**config.mk**
```make
export PLATFORM = sky130hd
export DESIGN_NAME = rmvs_top
export DESIGN_NICKNAME = d
export VERILOG_FILES = /design/src/include/rmvs_pkg.sv /design/src/verilog/rmvs_top.sv
export VERILOG_INCLUDE_DIRS = /design/src /design/src/include
export SDC_FILE = /design/constraint.sdc
export NUM_CORES = 1
export LEC_CHECK = 0
export BUFFER_PORTS_ARGS = -buffer_cell sky130_fd_sc_hd__buf_2
export CELL_PAD_IN_SITES_DETAIL_PLACEMENT = 1
export CELL_PAD_IN_SITES_GLOBAL_PLACEMENT = 2
export CORE_ASPECT_RATIO = 1.75
export CORE_MARGIN = 1.5
export CORE_UTILIZATION = 38
export CTS_CLUSTER_SIZE = 8
export DETAILED_ROUTE_END_ITERATION = 7
export GPL_TIMING_DRIVEN = 0
export PLACE_DENSITY = 0.95
export SLEW_MARGIN = 20
export SYNTH_ARGS = -nofsm -noshare
export SYNTH_HDL_FRONTEND = slang
export SYNTH_SLANG_ARGS = --single-unit
```
**constraint.sdc**
```tcl
create_clock -name ref_clk_in -period 6.3 [get_ports ref_clk_in]
set_input_delay 0.63 -clock ref_clk_in [delete_from_list [all_inputs] [get_ports ref_clk_in]]
set_output_delay 0.63 -clock ref_clk_in [all_outputs]
set_load 0.01 [all_outputs]
```
**src/include/rmvs_cfg.svh**
```systemverilog
// Register offsets, field positions, reset values and widths for the regulator selector
`ifndef RMVS_CFG_SVH
`define RMVS_CFG_SVH

// Avalon byte address width and data width
`define RMVS_ADDR_W        8
`define RMVS_DATA_W        32

// Register byte offsets
`define RMVS_OFF_ASSIGN0   8'h00
`define RMVS_OFF_ASSIGN1   8'h04
`define RMVS_OFF_ASSIGN2   8'h08
`define RMVS_OFF_ASSIGN3   8'h0C
`define RMVS_OFF_VSEL      8'h10
`define RMVS_OFF_LOWSTATE  8'h14
`define RMVS_OFF_DEVCTL2   8'h18
`define RMVS_OFF_LDOMAP    8'h1C
`define RMVS_OFF_STATUS0   8'h20
`define RMVS_OFF_STATUS1   8'h24

// Field positions
`define RMVS_VSEL_VOLTAGE_REG_SELECT_BIT_LSB   0
`define RMVS_VSEL_LOWV_LSB     8
`define RMVS_LOW_KEEP_LSB      0
`define RMVS_LOW_OFF_LSB       8
`define RMVS_DEV_SLEEP_EN_BIT  0
`define RMVS_DEV_SLEEP_PIN_POLARITY_BIT_BIT 1
`define RMVS_ST0_ALT_LSB       0
`define RMVS_ST0_COND_LSB      8
`define RMVS_ST0_STATE_LSB     16

// Reset values
`define RMVS_RST_ASSIGN    8'h00
`define RMVS_RST_VSEL      16'h0000
`define RMVS_RST_LOWSTATE  16'h0000
`define RMVS_RST_DEVCTL2   2'h0
`define RMVS_RST_LDOMAP    8'hE4

`endif

```
**src/include/rmvs_pkg.sv**
```systemverilog
// Types shared by the regulator mode and voltage selector
package rmvs_pkg;

  // Device operating state seen by the selector
  typedef enum logic [1:0] {
    RMVS_ST_OTHER,
    RMVS_ST_ACTIVE,
    RMVS_ST_SLEEP
  } rmvs_state_t;

  // Resulting resource mode
  typedef enum logic [1:0] {
    RMVS_MODE_OFF,
    RMVS_MODE_ECO,
    RMVS_MODE_ON
  } rmvs_mode_t;

  // Sleep pin control fields of the second device control register
  typedef struct packed {
    logic sleep_pin_polarity_bit;
    logic sleep_en;
  } rmvs_devctl_t;

  // Per-resource low-state settings
  typedef struct packed {
    logic [7:0] off_bits;
    logic [7:0] keep_bits;
  } rmvs_lowstate_t;

endpackage : rmvs_pkg

```
**src/verilog/rmvs_top.sv**
```systemverilog
// Regulator mode and voltage register selector with Avalon-MM registers
//
// Behaviour
// Bucks get primary and alternate voltage registers
// First four LDOs select voltage the same
// Strap low: select pin picks voltage register
// Strap high, level high: select bit decides
// Level low, select bit 0: low-state voltage bit
// Assigned enable condition is OR of pins
// Many-to-many pin to resource assignment allowed
// OTP loads assignments; software may rewrite
// Enable pins count only in ACTIVE/SLEEP
// Sleep pin needs gate bit, no interrupt
// Sleep pin polarity from control register
// SLEEP governs resources by low-state bits
// Unassigned, keep bit set: stays on
// Unassigned, keep and off clear: eco
// Unassigned, off set, keep clear: off
// Assigned resources ignore device sleep state
// Assigned, condition high: resource enabled
// Assigned, condition low: keep/off/eco bits
// Strap low: request pins use sets one-three
// Software zeroes fourth set when strap low
// LDO select pin chosen by mapping register
// Strap is hardwired, never switched live
// All pin inputs synchronised before use
//
// Register access over Avalon-MM and the placing of the registers were left to the implementer.
`timescale 1ns/1ps
`include "rmvs_cfg.svh"
`default_nettype none

module rmvs_top #(
  parameter int NUM_BUCK = 4,                        // Buck converters
  parameter int NUM_LDO  = 4,                        // Linear regulators with two registers
  parameter int NUM_PIN  = 4                         // Enable pins
) (
  input  wire logic                      ref_clk_in,          // 50 MHz clock
  input  wire logic                      reset_in,            // Async reset, active high
  input  wire logic                      pin_map_strap_in,    // Pin-map strap pin
  input  wire logic [3:0]                resource_enable_pin_in, // Enable or select pins
  input  wire logic                      power_request_pin_in,   // Request pin, set one
  input  wire logic                      clock_request_first_pin_in,  // Request pin, set two
  input  wire logic                      clock_request_second_pin_in, // Request pin, set three
  input  wire logic                      sleep_pin_in,        // Sleep pin
  input  wire logic                      operating_in,        // Device in ACTIVE/SLEEP range
  input  wire logic                      irq_pending_in,      // Unmasked interrupt pending
  input  wire logic                      otp_load_in,         // One-cycle OTP copy strobe
  input  wire logic [31:0]               otp_assign_in,       // OTP assignment sets, 8 bits each
  input  wire logic [`RMVS_ADDR_W-1:0]   avs_address,         // Byte address
  input  wire logic                      avs_read,            // Read request
  input  wire logic                      avs_write,           // Write request
  input  wire logic [`RMVS_DATA_W-1:0]   avs_writedata,       // Write data
  output logic      [`RMVS_DATA_W-1:0]   avs_readdata,        // Read data
  output logic                           avs_waitrequest,     // Stall, high when idle
  output logic      [15:0]               resource_mode_out,   // 2-bit mode per resource
  output logic      [7:0]                alt_select_out,      // 1: alternate register
  output logic      [1:0]                device_state_out     // Current device state
);

  localparam int NRES = 8;

  // Register layout fixes the resource and pin counts
  if (NUM_BUCK != 4 || NUM_LDO != 4 || NUM_PIN != 4) begin : g_bad_cfg
    $error("rmvs_top: register layout serves exactly 4 bucks, 4 LDOs, 4 pins");
  end

  // Low-state decision for one resource
  function automatic rmvs_pkg::rmvs_mode_t low_mode(input logic hi, input logic keep,
                                                    input logic off);
    if (hi || keep) begin
      return rmvs_pkg::RMVS_MODE_ON;
    end else if (off) begin
      return rmvs_pkg::RMVS_MODE_OFF;
    end
    return rmvs_pkg::RMVS_MODE_ECO;
  endfunction

  // Synchroniser stages: en[3:0], req[6:4], sleep[7], strap[8]
  logic [8:0] sync1_reg;
  logic [8:0] sync2_reg;
  wire  [8:0] pins_raw = {pin_map_strap_in, sleep_pin_in, clock_request_second_pin_in,
                          clock_request_first_pin_in, power_request_pin_in,
                          resource_enable_pin_in};

  // two-stage sync
  always_ff @(posedge ref_clk_in or posedge reset_in) begin
    if (reset_in) begin
      sync1_reg <= 9'h000;
      sync2_reg <= 9'h000;
    end else begin
      sync1_reg <= pins_raw;
      sync2_reg <= sync1_reg;
    end
  end

  wire [3:0] en_s    = sync2_reg[3:0];
  wire [2:0] req_s   = sync2_reg[6:4];
  wire       sleep_s = sync2_reg[7];
  // strap read as static level
  wire       strap_s = sync2_reg[8];

  // Software registers
  logic [7:0]              assign_reg [4];
  logic [15:0]             vsel_reg;
  rmvs_pkg::rmvs_lowstate_t low_reg;
  rmvs_pkg::rmvs_devctl_t  devctl_reg;
  logic [7:0]              ldomap_reg;
  rmvs_pkg::rmvs_state_t   state_reg;
  logic [15:0]             mode_reg;
  logic [7:0]              alt_reg;
  logic [7:0]              cond_reg;
  logic [`RMVS_DATA_W-1:0] rdata_reg;
  logic                    wait_reg;

  // Bus decode
  wire       bus_req   = avs_read | avs_write;
  wire       bus_take  = bus_req & ~wait_reg;
  wire       wr_take   = avs_write & ~wait_reg;
  wire [7:0] addr      = avs_address;
  wire       hit_vsel  = addr == `RMVS_OFF_VSEL;
  wire       hit_low   = addr == `RMVS_OFF_LOWSTATE;
  wire       hit_dev   = addr == `RMVS_OFF_DEVCTL2;
  wire       hit_map   = addr == `RMVS_OFF_LDOMAP;
  wire [1:0] asg_idx   = addr[3:2];
  wire       hit_asg   = addr[7:4] == 4'h0 && addr[1:0] == 2'h0;

  // Bus handshake: one wait cycle then release
  always_ff @(posedge ref_clk_in or posedge reset_in) begin
    if (reset_in) begin
      wait_reg <= 1'b1;
    end else begin
      wait_reg <= ~(bus_req & wait_reg);
    end
  end

  // assignment sets: OTP copy wins, else software
  always_ff @(posedge ref_clk_in or posedge reset_in) begin
    if (reset_in) begin
      for (int p = 0; p < 4; p++) begin
        assign_reg[p] <= `RMVS_RST_ASSIGN;
      end
    end else if (otp_load_in) begin
      for (int p = 0; p < 4; p++) begin
        assign_reg[p] <= otp_assign_in[p*8 +: 8];
      end
    end else if (wr_take && hit_asg) begin
      assign_reg[asg_idx] <= avs_writedata[7:0];
    end
  end

  // Control registers
  always_ff @(posedge ref_clk_in or posedge reset_in) begin
    if (reset_in) begin
      vsel_reg   <= `RMVS_RST_VSEL;
      low_reg    <= `RMVS_RST_LOWSTATE;
      devctl_reg <= `RMVS_RST_DEVCTL2;
      ldomap_reg <= `RMVS_RST_LDOMAP;
    end else if (wr_take) begin
      if (hit_vsel) vsel_reg <= avs_writedata[15:0];
      if (hit_low) low_reg <= avs_writedata[15:0];
      if (hit_dev) devctl_reg <= avs_writedata[1:0];
      if (hit_map) ldomap_reg <= avs_writedata[7:0];
    end
  end

  wire [7:0] voltage_reg_select_bit_b = vsel_reg[`RMVS_VSEL_VOLTAGE_REG_SELECT_BIT_LSB +: 8];
  wire [7:0] lowv_b   = vsel_reg[`RMVS_VSEL_LOWV_LSB +: 8];

  // polarity: 1 means sleep pin high requests sleep
  wire sleep_lvl = devctl_reg.sleep_pin_polarity_bit ? sleep_s : ~sleep_s;
  // gate and interrupt qualification
  wire sleep_req = devctl_reg.sleep_en & ~irq_pending_in & sleep_lvl;

  // Device state; sleep pin is remapped away when strap is low
  wire rmvs_pkg::rmvs_state_t state_next =
      !operating_in          ? rmvs_pkg::RMVS_ST_OTHER :
      (strap_s && sleep_req) ? rmvs_pkg::RMVS_ST_SLEEP : rmvs_pkg::RMVS_ST_ACTIVE;

  always_ff @(posedge ref_clk_in or posedge reset_in) begin
    if (reset_in) begin
      state_reg <= rmvs_pkg::RMVS_ST_OTHER;
    end else begin
      state_reg <= state_next;
    end
  end

  // pins only act in ACTIVE or SLEEP
  wire pins_live = state_reg != rmvs_pkg::RMVS_ST_OTHER;
  // strap low: request pins on sets one to three
  // fourth set disregarded when strap low
  wire [3:0] ctl_pins = strap_s ? en_s : {1'b0, req_s};
  wire [3:0] set_use  = strap_s ? 4'hF : 4'h7;

  // Per-resource decision wires
  wire [7:0]               assigned;
  wire [7:0]               cond;
  wire [7:0]               use_pins;
  wire [7:0]               level_hi;
  wire [7:0]               vsel_pin;
  wire [7:0]               alt_next;
  rmvs_pkg::rmvs_mode_t    mode_next [NRES];

  for (genvar i = 0; i < NRES; i++) begin : g_res
    wire [3:0] col = {assign_reg[3][i], assign_reg[2][i], assign_reg[1][i], assign_reg[0][i]};
    // any pin to any resource
    assign assigned[i] = |(col & set_use);
    // OR of all assigned pins
    assign cond[i]     = |(col & set_use & ctl_pins);
    assign use_pins[i] = assigned[i] & pins_live;
    // assigned follows pins, else device state
    assign level_hi[i] = use_pins[i] ? cond[i] : (state_reg == rmvs_pkg::RMVS_ST_ACTIVE);
    if (i < NUM_BUCK) begin : g_buck
      // buck select pin is its own pin
      assign vsel_pin[i] = en_s[i];
    end else begin : g_ldo
      // LDO select pin from mapping register
      assign vsel_pin[i] = en_s[ldomap_reg[(i-NUM_BUCK)*2 +: 2]];
    end
    // same voltage choice for LDOs
    // strap low: pin picks register
    // level high: select bit; select bit 1 always alternate
    // level low: low-state voltage bit
    assign alt_next[i] = !strap_s ? vsel_pin[i] :
                         (voltage_reg_select_bit_b[i] | (~level_hi[i] & lowv_b[i]));
    // SLEEP and pin-low use low-state bits
    // keep bit keeps on
    // both clear gives eco
    // off bit turns off
    // condition high enables
    // condition low uses keep/off
    assign mode_next[i] = !pins_live ? rmvs_pkg::RMVS_MODE_OFF :
                          (!strap_s && !use_pins[i]) ? rmvs_pkg::RMVS_MODE_ON :
                          low_mode(level_hi[i], low_reg.keep_bits[i], low_reg.off_bits[i]);
  end

  // Registered decisions
  always_ff @(posedge ref_clk_in or posedge reset_in) begin
    if (reset_in) begin
      mode_reg <= 16'h0000;
      alt_reg  <= 8'h00;
      cond_reg <= 8'h00;
    end else begin
      for (int i = 0; i < NRES; i++) begin
        mode_reg[i*2 +: 2] <= mode_next[i];
      end
      alt_reg  <= alt_next;
      cond_reg <= cond;
    end
  end

  // Read data mux; unmapped offsets read zero
  wire [31:0] rd_mux =
      hit_asg  ? {24'h000000, assign_reg[asg_idx]} :
      hit_vsel ? {16'h0000, vsel_reg} :
      hit_low  ? {16'h0000, low_reg} :
      hit_dev  ? {30'h0, devctl_reg} :
      hit_map  ? {24'h000000, ldomap_reg} :
      (addr == `RMVS_OFF_STATUS0) ? {14'h0, state_reg, cond_reg, alt_reg} :
      (addr == `RMVS_OFF_STATUS1) ? {16'h0000, mode_reg} : 32'h00000000;

  // Read data captured on the wait cycle
  always_ff @(posedge ref_clk_in or posedge reset_in) begin
    if (reset_in) begin
      rdata_reg <= 32'h00000000;
    end else if (avs_read && wait_reg) begin
      rdata_reg <= rd_mux;
    end
  end

  // Outputs
  assign avs_readdata      = rdata_reg;
  assign avs_waitrequest   = wait_reg;
  assign resource_mode_out = mode_reg;
  assign alt_select_out    = alt_reg;
  assign device_state_out  = state_reg;
endmodule : rmvs_top

`default_nettype wire
```
==> impl_metrics.ini <==
[status]
status = complete, no violations

[floorplan]
die_x_um = 107
boundaryPins = 147
rows = 66
die-area_um2 = 19900
core-area_um2 = 18600
die_y_um = 185
start_util_pct = 38.9

[setup_path]
crit_start = sync2_reg[8]
endpoint = resource_mode_out[8]
crit_required_ps = 6560
ff2ff_setup_slack_ps = 3330
cp-end-kind = register
arrival_ps = 3230
reg2reg_to = resource_mode_out[8]
r2r-start = sync2_reg[8]
ff2ff_path_depth = 6
crit_type = reg2reg
crit_path_max_fanout = 10
cp-start-kind = register

[synthesis]
synthArstFlopShare_pct = 100
synthCells = 650
ys_warn_count = 0
ys_seq_elements = 145
ys_seq_area_share_pct = 50.3
synth_edf_count = 0
syn_avg_cell_area_um2 = 11.1
yosys_most_used_dff = dfrtp_1
synth_cell_types = 53
netlist_area_um2 = 7230

[sta]
hold_violations = 0
setup_viol = 0
rsz0062_at_grt = no
slew_violations = 0
period_minus_slack_ps = 2970
max_slew.worst_pin.slew_ps = 1150
clock.fmax_ghz = 0.337
clock_skew_ps = 7.56
setup_tns_ps = 0
finalCritPeriodShare_pct = 47.1
relSlewSlack_pct = 21.4

[route]
drc = 0
drt_iter0_drc = 264
ant_nets = 0
post_drt_wl_per_cell_um = 23.8
first_pass_iters = 4
wirelength_um = 25000
vias = 6003
via_per_inst = 5.73

[clocking]
ctsHtreeMaxLevel = 4
cts_resized = 0
clk_latency_ps = 420
holdBufCountCts = 0
clkTransAtPathRegs_ps = 60
cts_setup_buffers = 0
clockRootBuffer = clkbuf_16
cts_max_path_buffers = 2
cts_tree = yes
cts.sinks = 145
cts_buffers = 17

[cells_and_area]
syn_to_final_growth_pct = 21.1
final_cell_count_no_fill = 1048
largest_reg_flops = 32
drive_above_1_share_pct = 29.4
layout.nets = 885
diodes = 0

[global_route]
grt_use_total_pct = 26.2
grt_pass1_vias = 6614
grt_max_degree = 87
antenna_found_initial = 0
grt_pass1_wl_um = 37900
grt_util_met3_pct = 4.34
met1_usage_pct = 26.3
grt-ovfl-total = 0
grt-busiest-layer = met2
met2_usage_pct = 48.5

[power_and_ir_drop]
p_seq_share_pct = 44.8
clockPowerShare_pct = 41.2
internal-power_uw = 1700
power.share.switching_pct = 28.2
leakagePower_uw = 0.00395
vdd_drop_max_v = 0.000125
powerDensity_nw_per_um2 = 270
p_sw_uw = 667
combPwrFrac_pct = 14.0

[placement]
dp.cells = 1016
portBuffers = 114
place.gp.congestion = 0.920
dp_hpwl_um = 19600

[job]
max_cap_viol_count = 0

[worst_hold_path]
hold_path_class = in2async
layer usage:
metal / vias to the layer above / routed length [um]
li1: 2698 / -
met1: 2996 / 8580
met2: 219 / 13800
met3: 90 / 951
met4: 0 / 1620
met5: - / 0
critical path, cell delays in order, from the launching register on:
cell and delay [ps]:
dfrtp_1 320, clkbuf_1 460, clkbuf_1 500, mux2_2 480
a22oi_1 280, o2111ai_1 260, o21ai_0 490
kinds of logic (layout without fill, tap and decap cells):
logic type / Yosys count / count (layout) / synth area share, %
other cells: 1 / 14 / 0.0519
buf+inv: 61 / 208 / 4.00
simple gates: 186 / 186 / 13.4
compound gates: 159 / 159 / 15.8
xor+xnor: 1 / 1 / 0.121
mux: 97 / 97 / 16.3
flops: 145 / 145 / 50.3
layout make-up:
class / count / area (um2)
Buffer: 54 / 263
Clock buffer: 20 / 457
Clock inverter: 12 / 109
Fill cell: 2117 / 9830
Inverter: 7 / 33.8
Multi-Input combinational cell: 457 / 3360
Sequential cell: 145 / 3630
Tap cell: 238 / 298
Timing Repair Buffer: 115 / 598
cells in the mapped netlist, types with 2 or more instances:
cell type / instances / area share [%]
o32a_1: 4 / 0.55
o211ai_1: 26 / 2.7
nor2_1: 29 / 1.5
inv_1: 7 / 0.36
nor2b_1: 4 / 0.35
nand3_1: 20 / 1.4
nand2b_1: 12 / 1.0
and3_1: 3 / 0.26
a32oi_1: 4 / 0.48
and2_1: 2 / 0.17
nor4_4: 2 / 0.59
mux2_2: 45 / 7.0
o21ai_0: 16 / 1.1
a22o_1: 11 / 1.3
o21ai_1: 16 / 1.1
nand2_1: 70 / 3.6
clkbuf_1: 30 / 1.6
a22oi_1: 11 / 1.1
buf_1: 4 / 0.21
nand4_1: 3 / 0.26
o21a_1: 10 / 1.0
or2_2: 3 / 0.26
dfstp_2: 5 / 1.8
a211oi_1: 8 / 0.83
a2111oi_0: 9 / 1.1
a21oi_1: 16 / 1.1
dfrtp_1: 140 / 48
o221ai_1: 8 / 0.97
o22a_1: 2 / 0.24
mux2i_1: 38 / 5.3
a21o_1: 7 / 0.73
a221oi_1: 7 / 0.85
nand3b_1: 25 / 2.6
mux2_1: 2 / 0.31
buf_2: 6 / 0.42
nor3_1: 3 / 0.21
mux4_2: 12 / 3.7
o2111ai_1: 2 / 0.24
buf_4: 14 / 1.5
stage by stage:
stage / hold WS [ps] / setup slack [ps] / power (uW) / area [um2] / util, %
2_1_floorplan: 331 / 1780 / 1250 / 7280 / -
3_3_place_gp: 331 / 291 / 1390 / 8150 / 43.8
3_5_place_dp: 336 / 3350 / 1400 / 8180 / 44.0
4_1_cts: 224 / 3410 / 2380 / 8750 / 47.1
5_1_grt: 241 / 3290 / 2450 / 8750 / 47.1
6_report: 196 / 3330 / 2360 / 8750 / 47.1
layout by cell type, fill, tap and decap left out, drive strengths merged, types with 2 or more instances in the layout:
cell        n
nor2b       4
conb       14
nand3      20
nand4       3
mux4       12
o211ai     26
nor4        4
a22oi      11
clkbuf     50
o21ai      32
a2111oi     9
and2        3
dfrtp     140
o21a       10
clkinvlp    5
and3        3
o32a        4
nand3b     25
o221ai      8
a22o       11
mux2i      38
o2111ai     2
a21oi      16
nand2b     12
nand2      71
o22a        2
a211oi      8
dfstp       5
or2         3
clkinv      4
nor3        3
a221oi      7
a32oi       4
inv         9
buf       139
a21o        7
nor2       30
mux2       47
power groups by stage:
stage	clock [uW]	combinational, uW	sequential, uW
2_1_floorplan	0	188	1060
3_3_place_gp	0	315	1070
3_5_place_dp	0	327	1070
4_1_cts	986	331	1060
5_1_grt	1020	359	1070
6_report	974	331	1060
how the worst min path moves through the flow:
stage,cells past startpoint,slack (ps),end,from
after floorplan,0,330,sync2_reg[0],sync1_reg[0]
after global placement,0,330,sync2_reg[7],sync1_reg[7]
after detailed placement,0,340,sync2_reg[3],sync1_reg[3]
after CTS,2,220,sync1_reg[8],reset_in
after global routing,2,240,sync1_reg[8],reset_in
final,2,200,sync1_reg[8],reset_in
No activity file was read; power rests on OpenSTA's default activity.
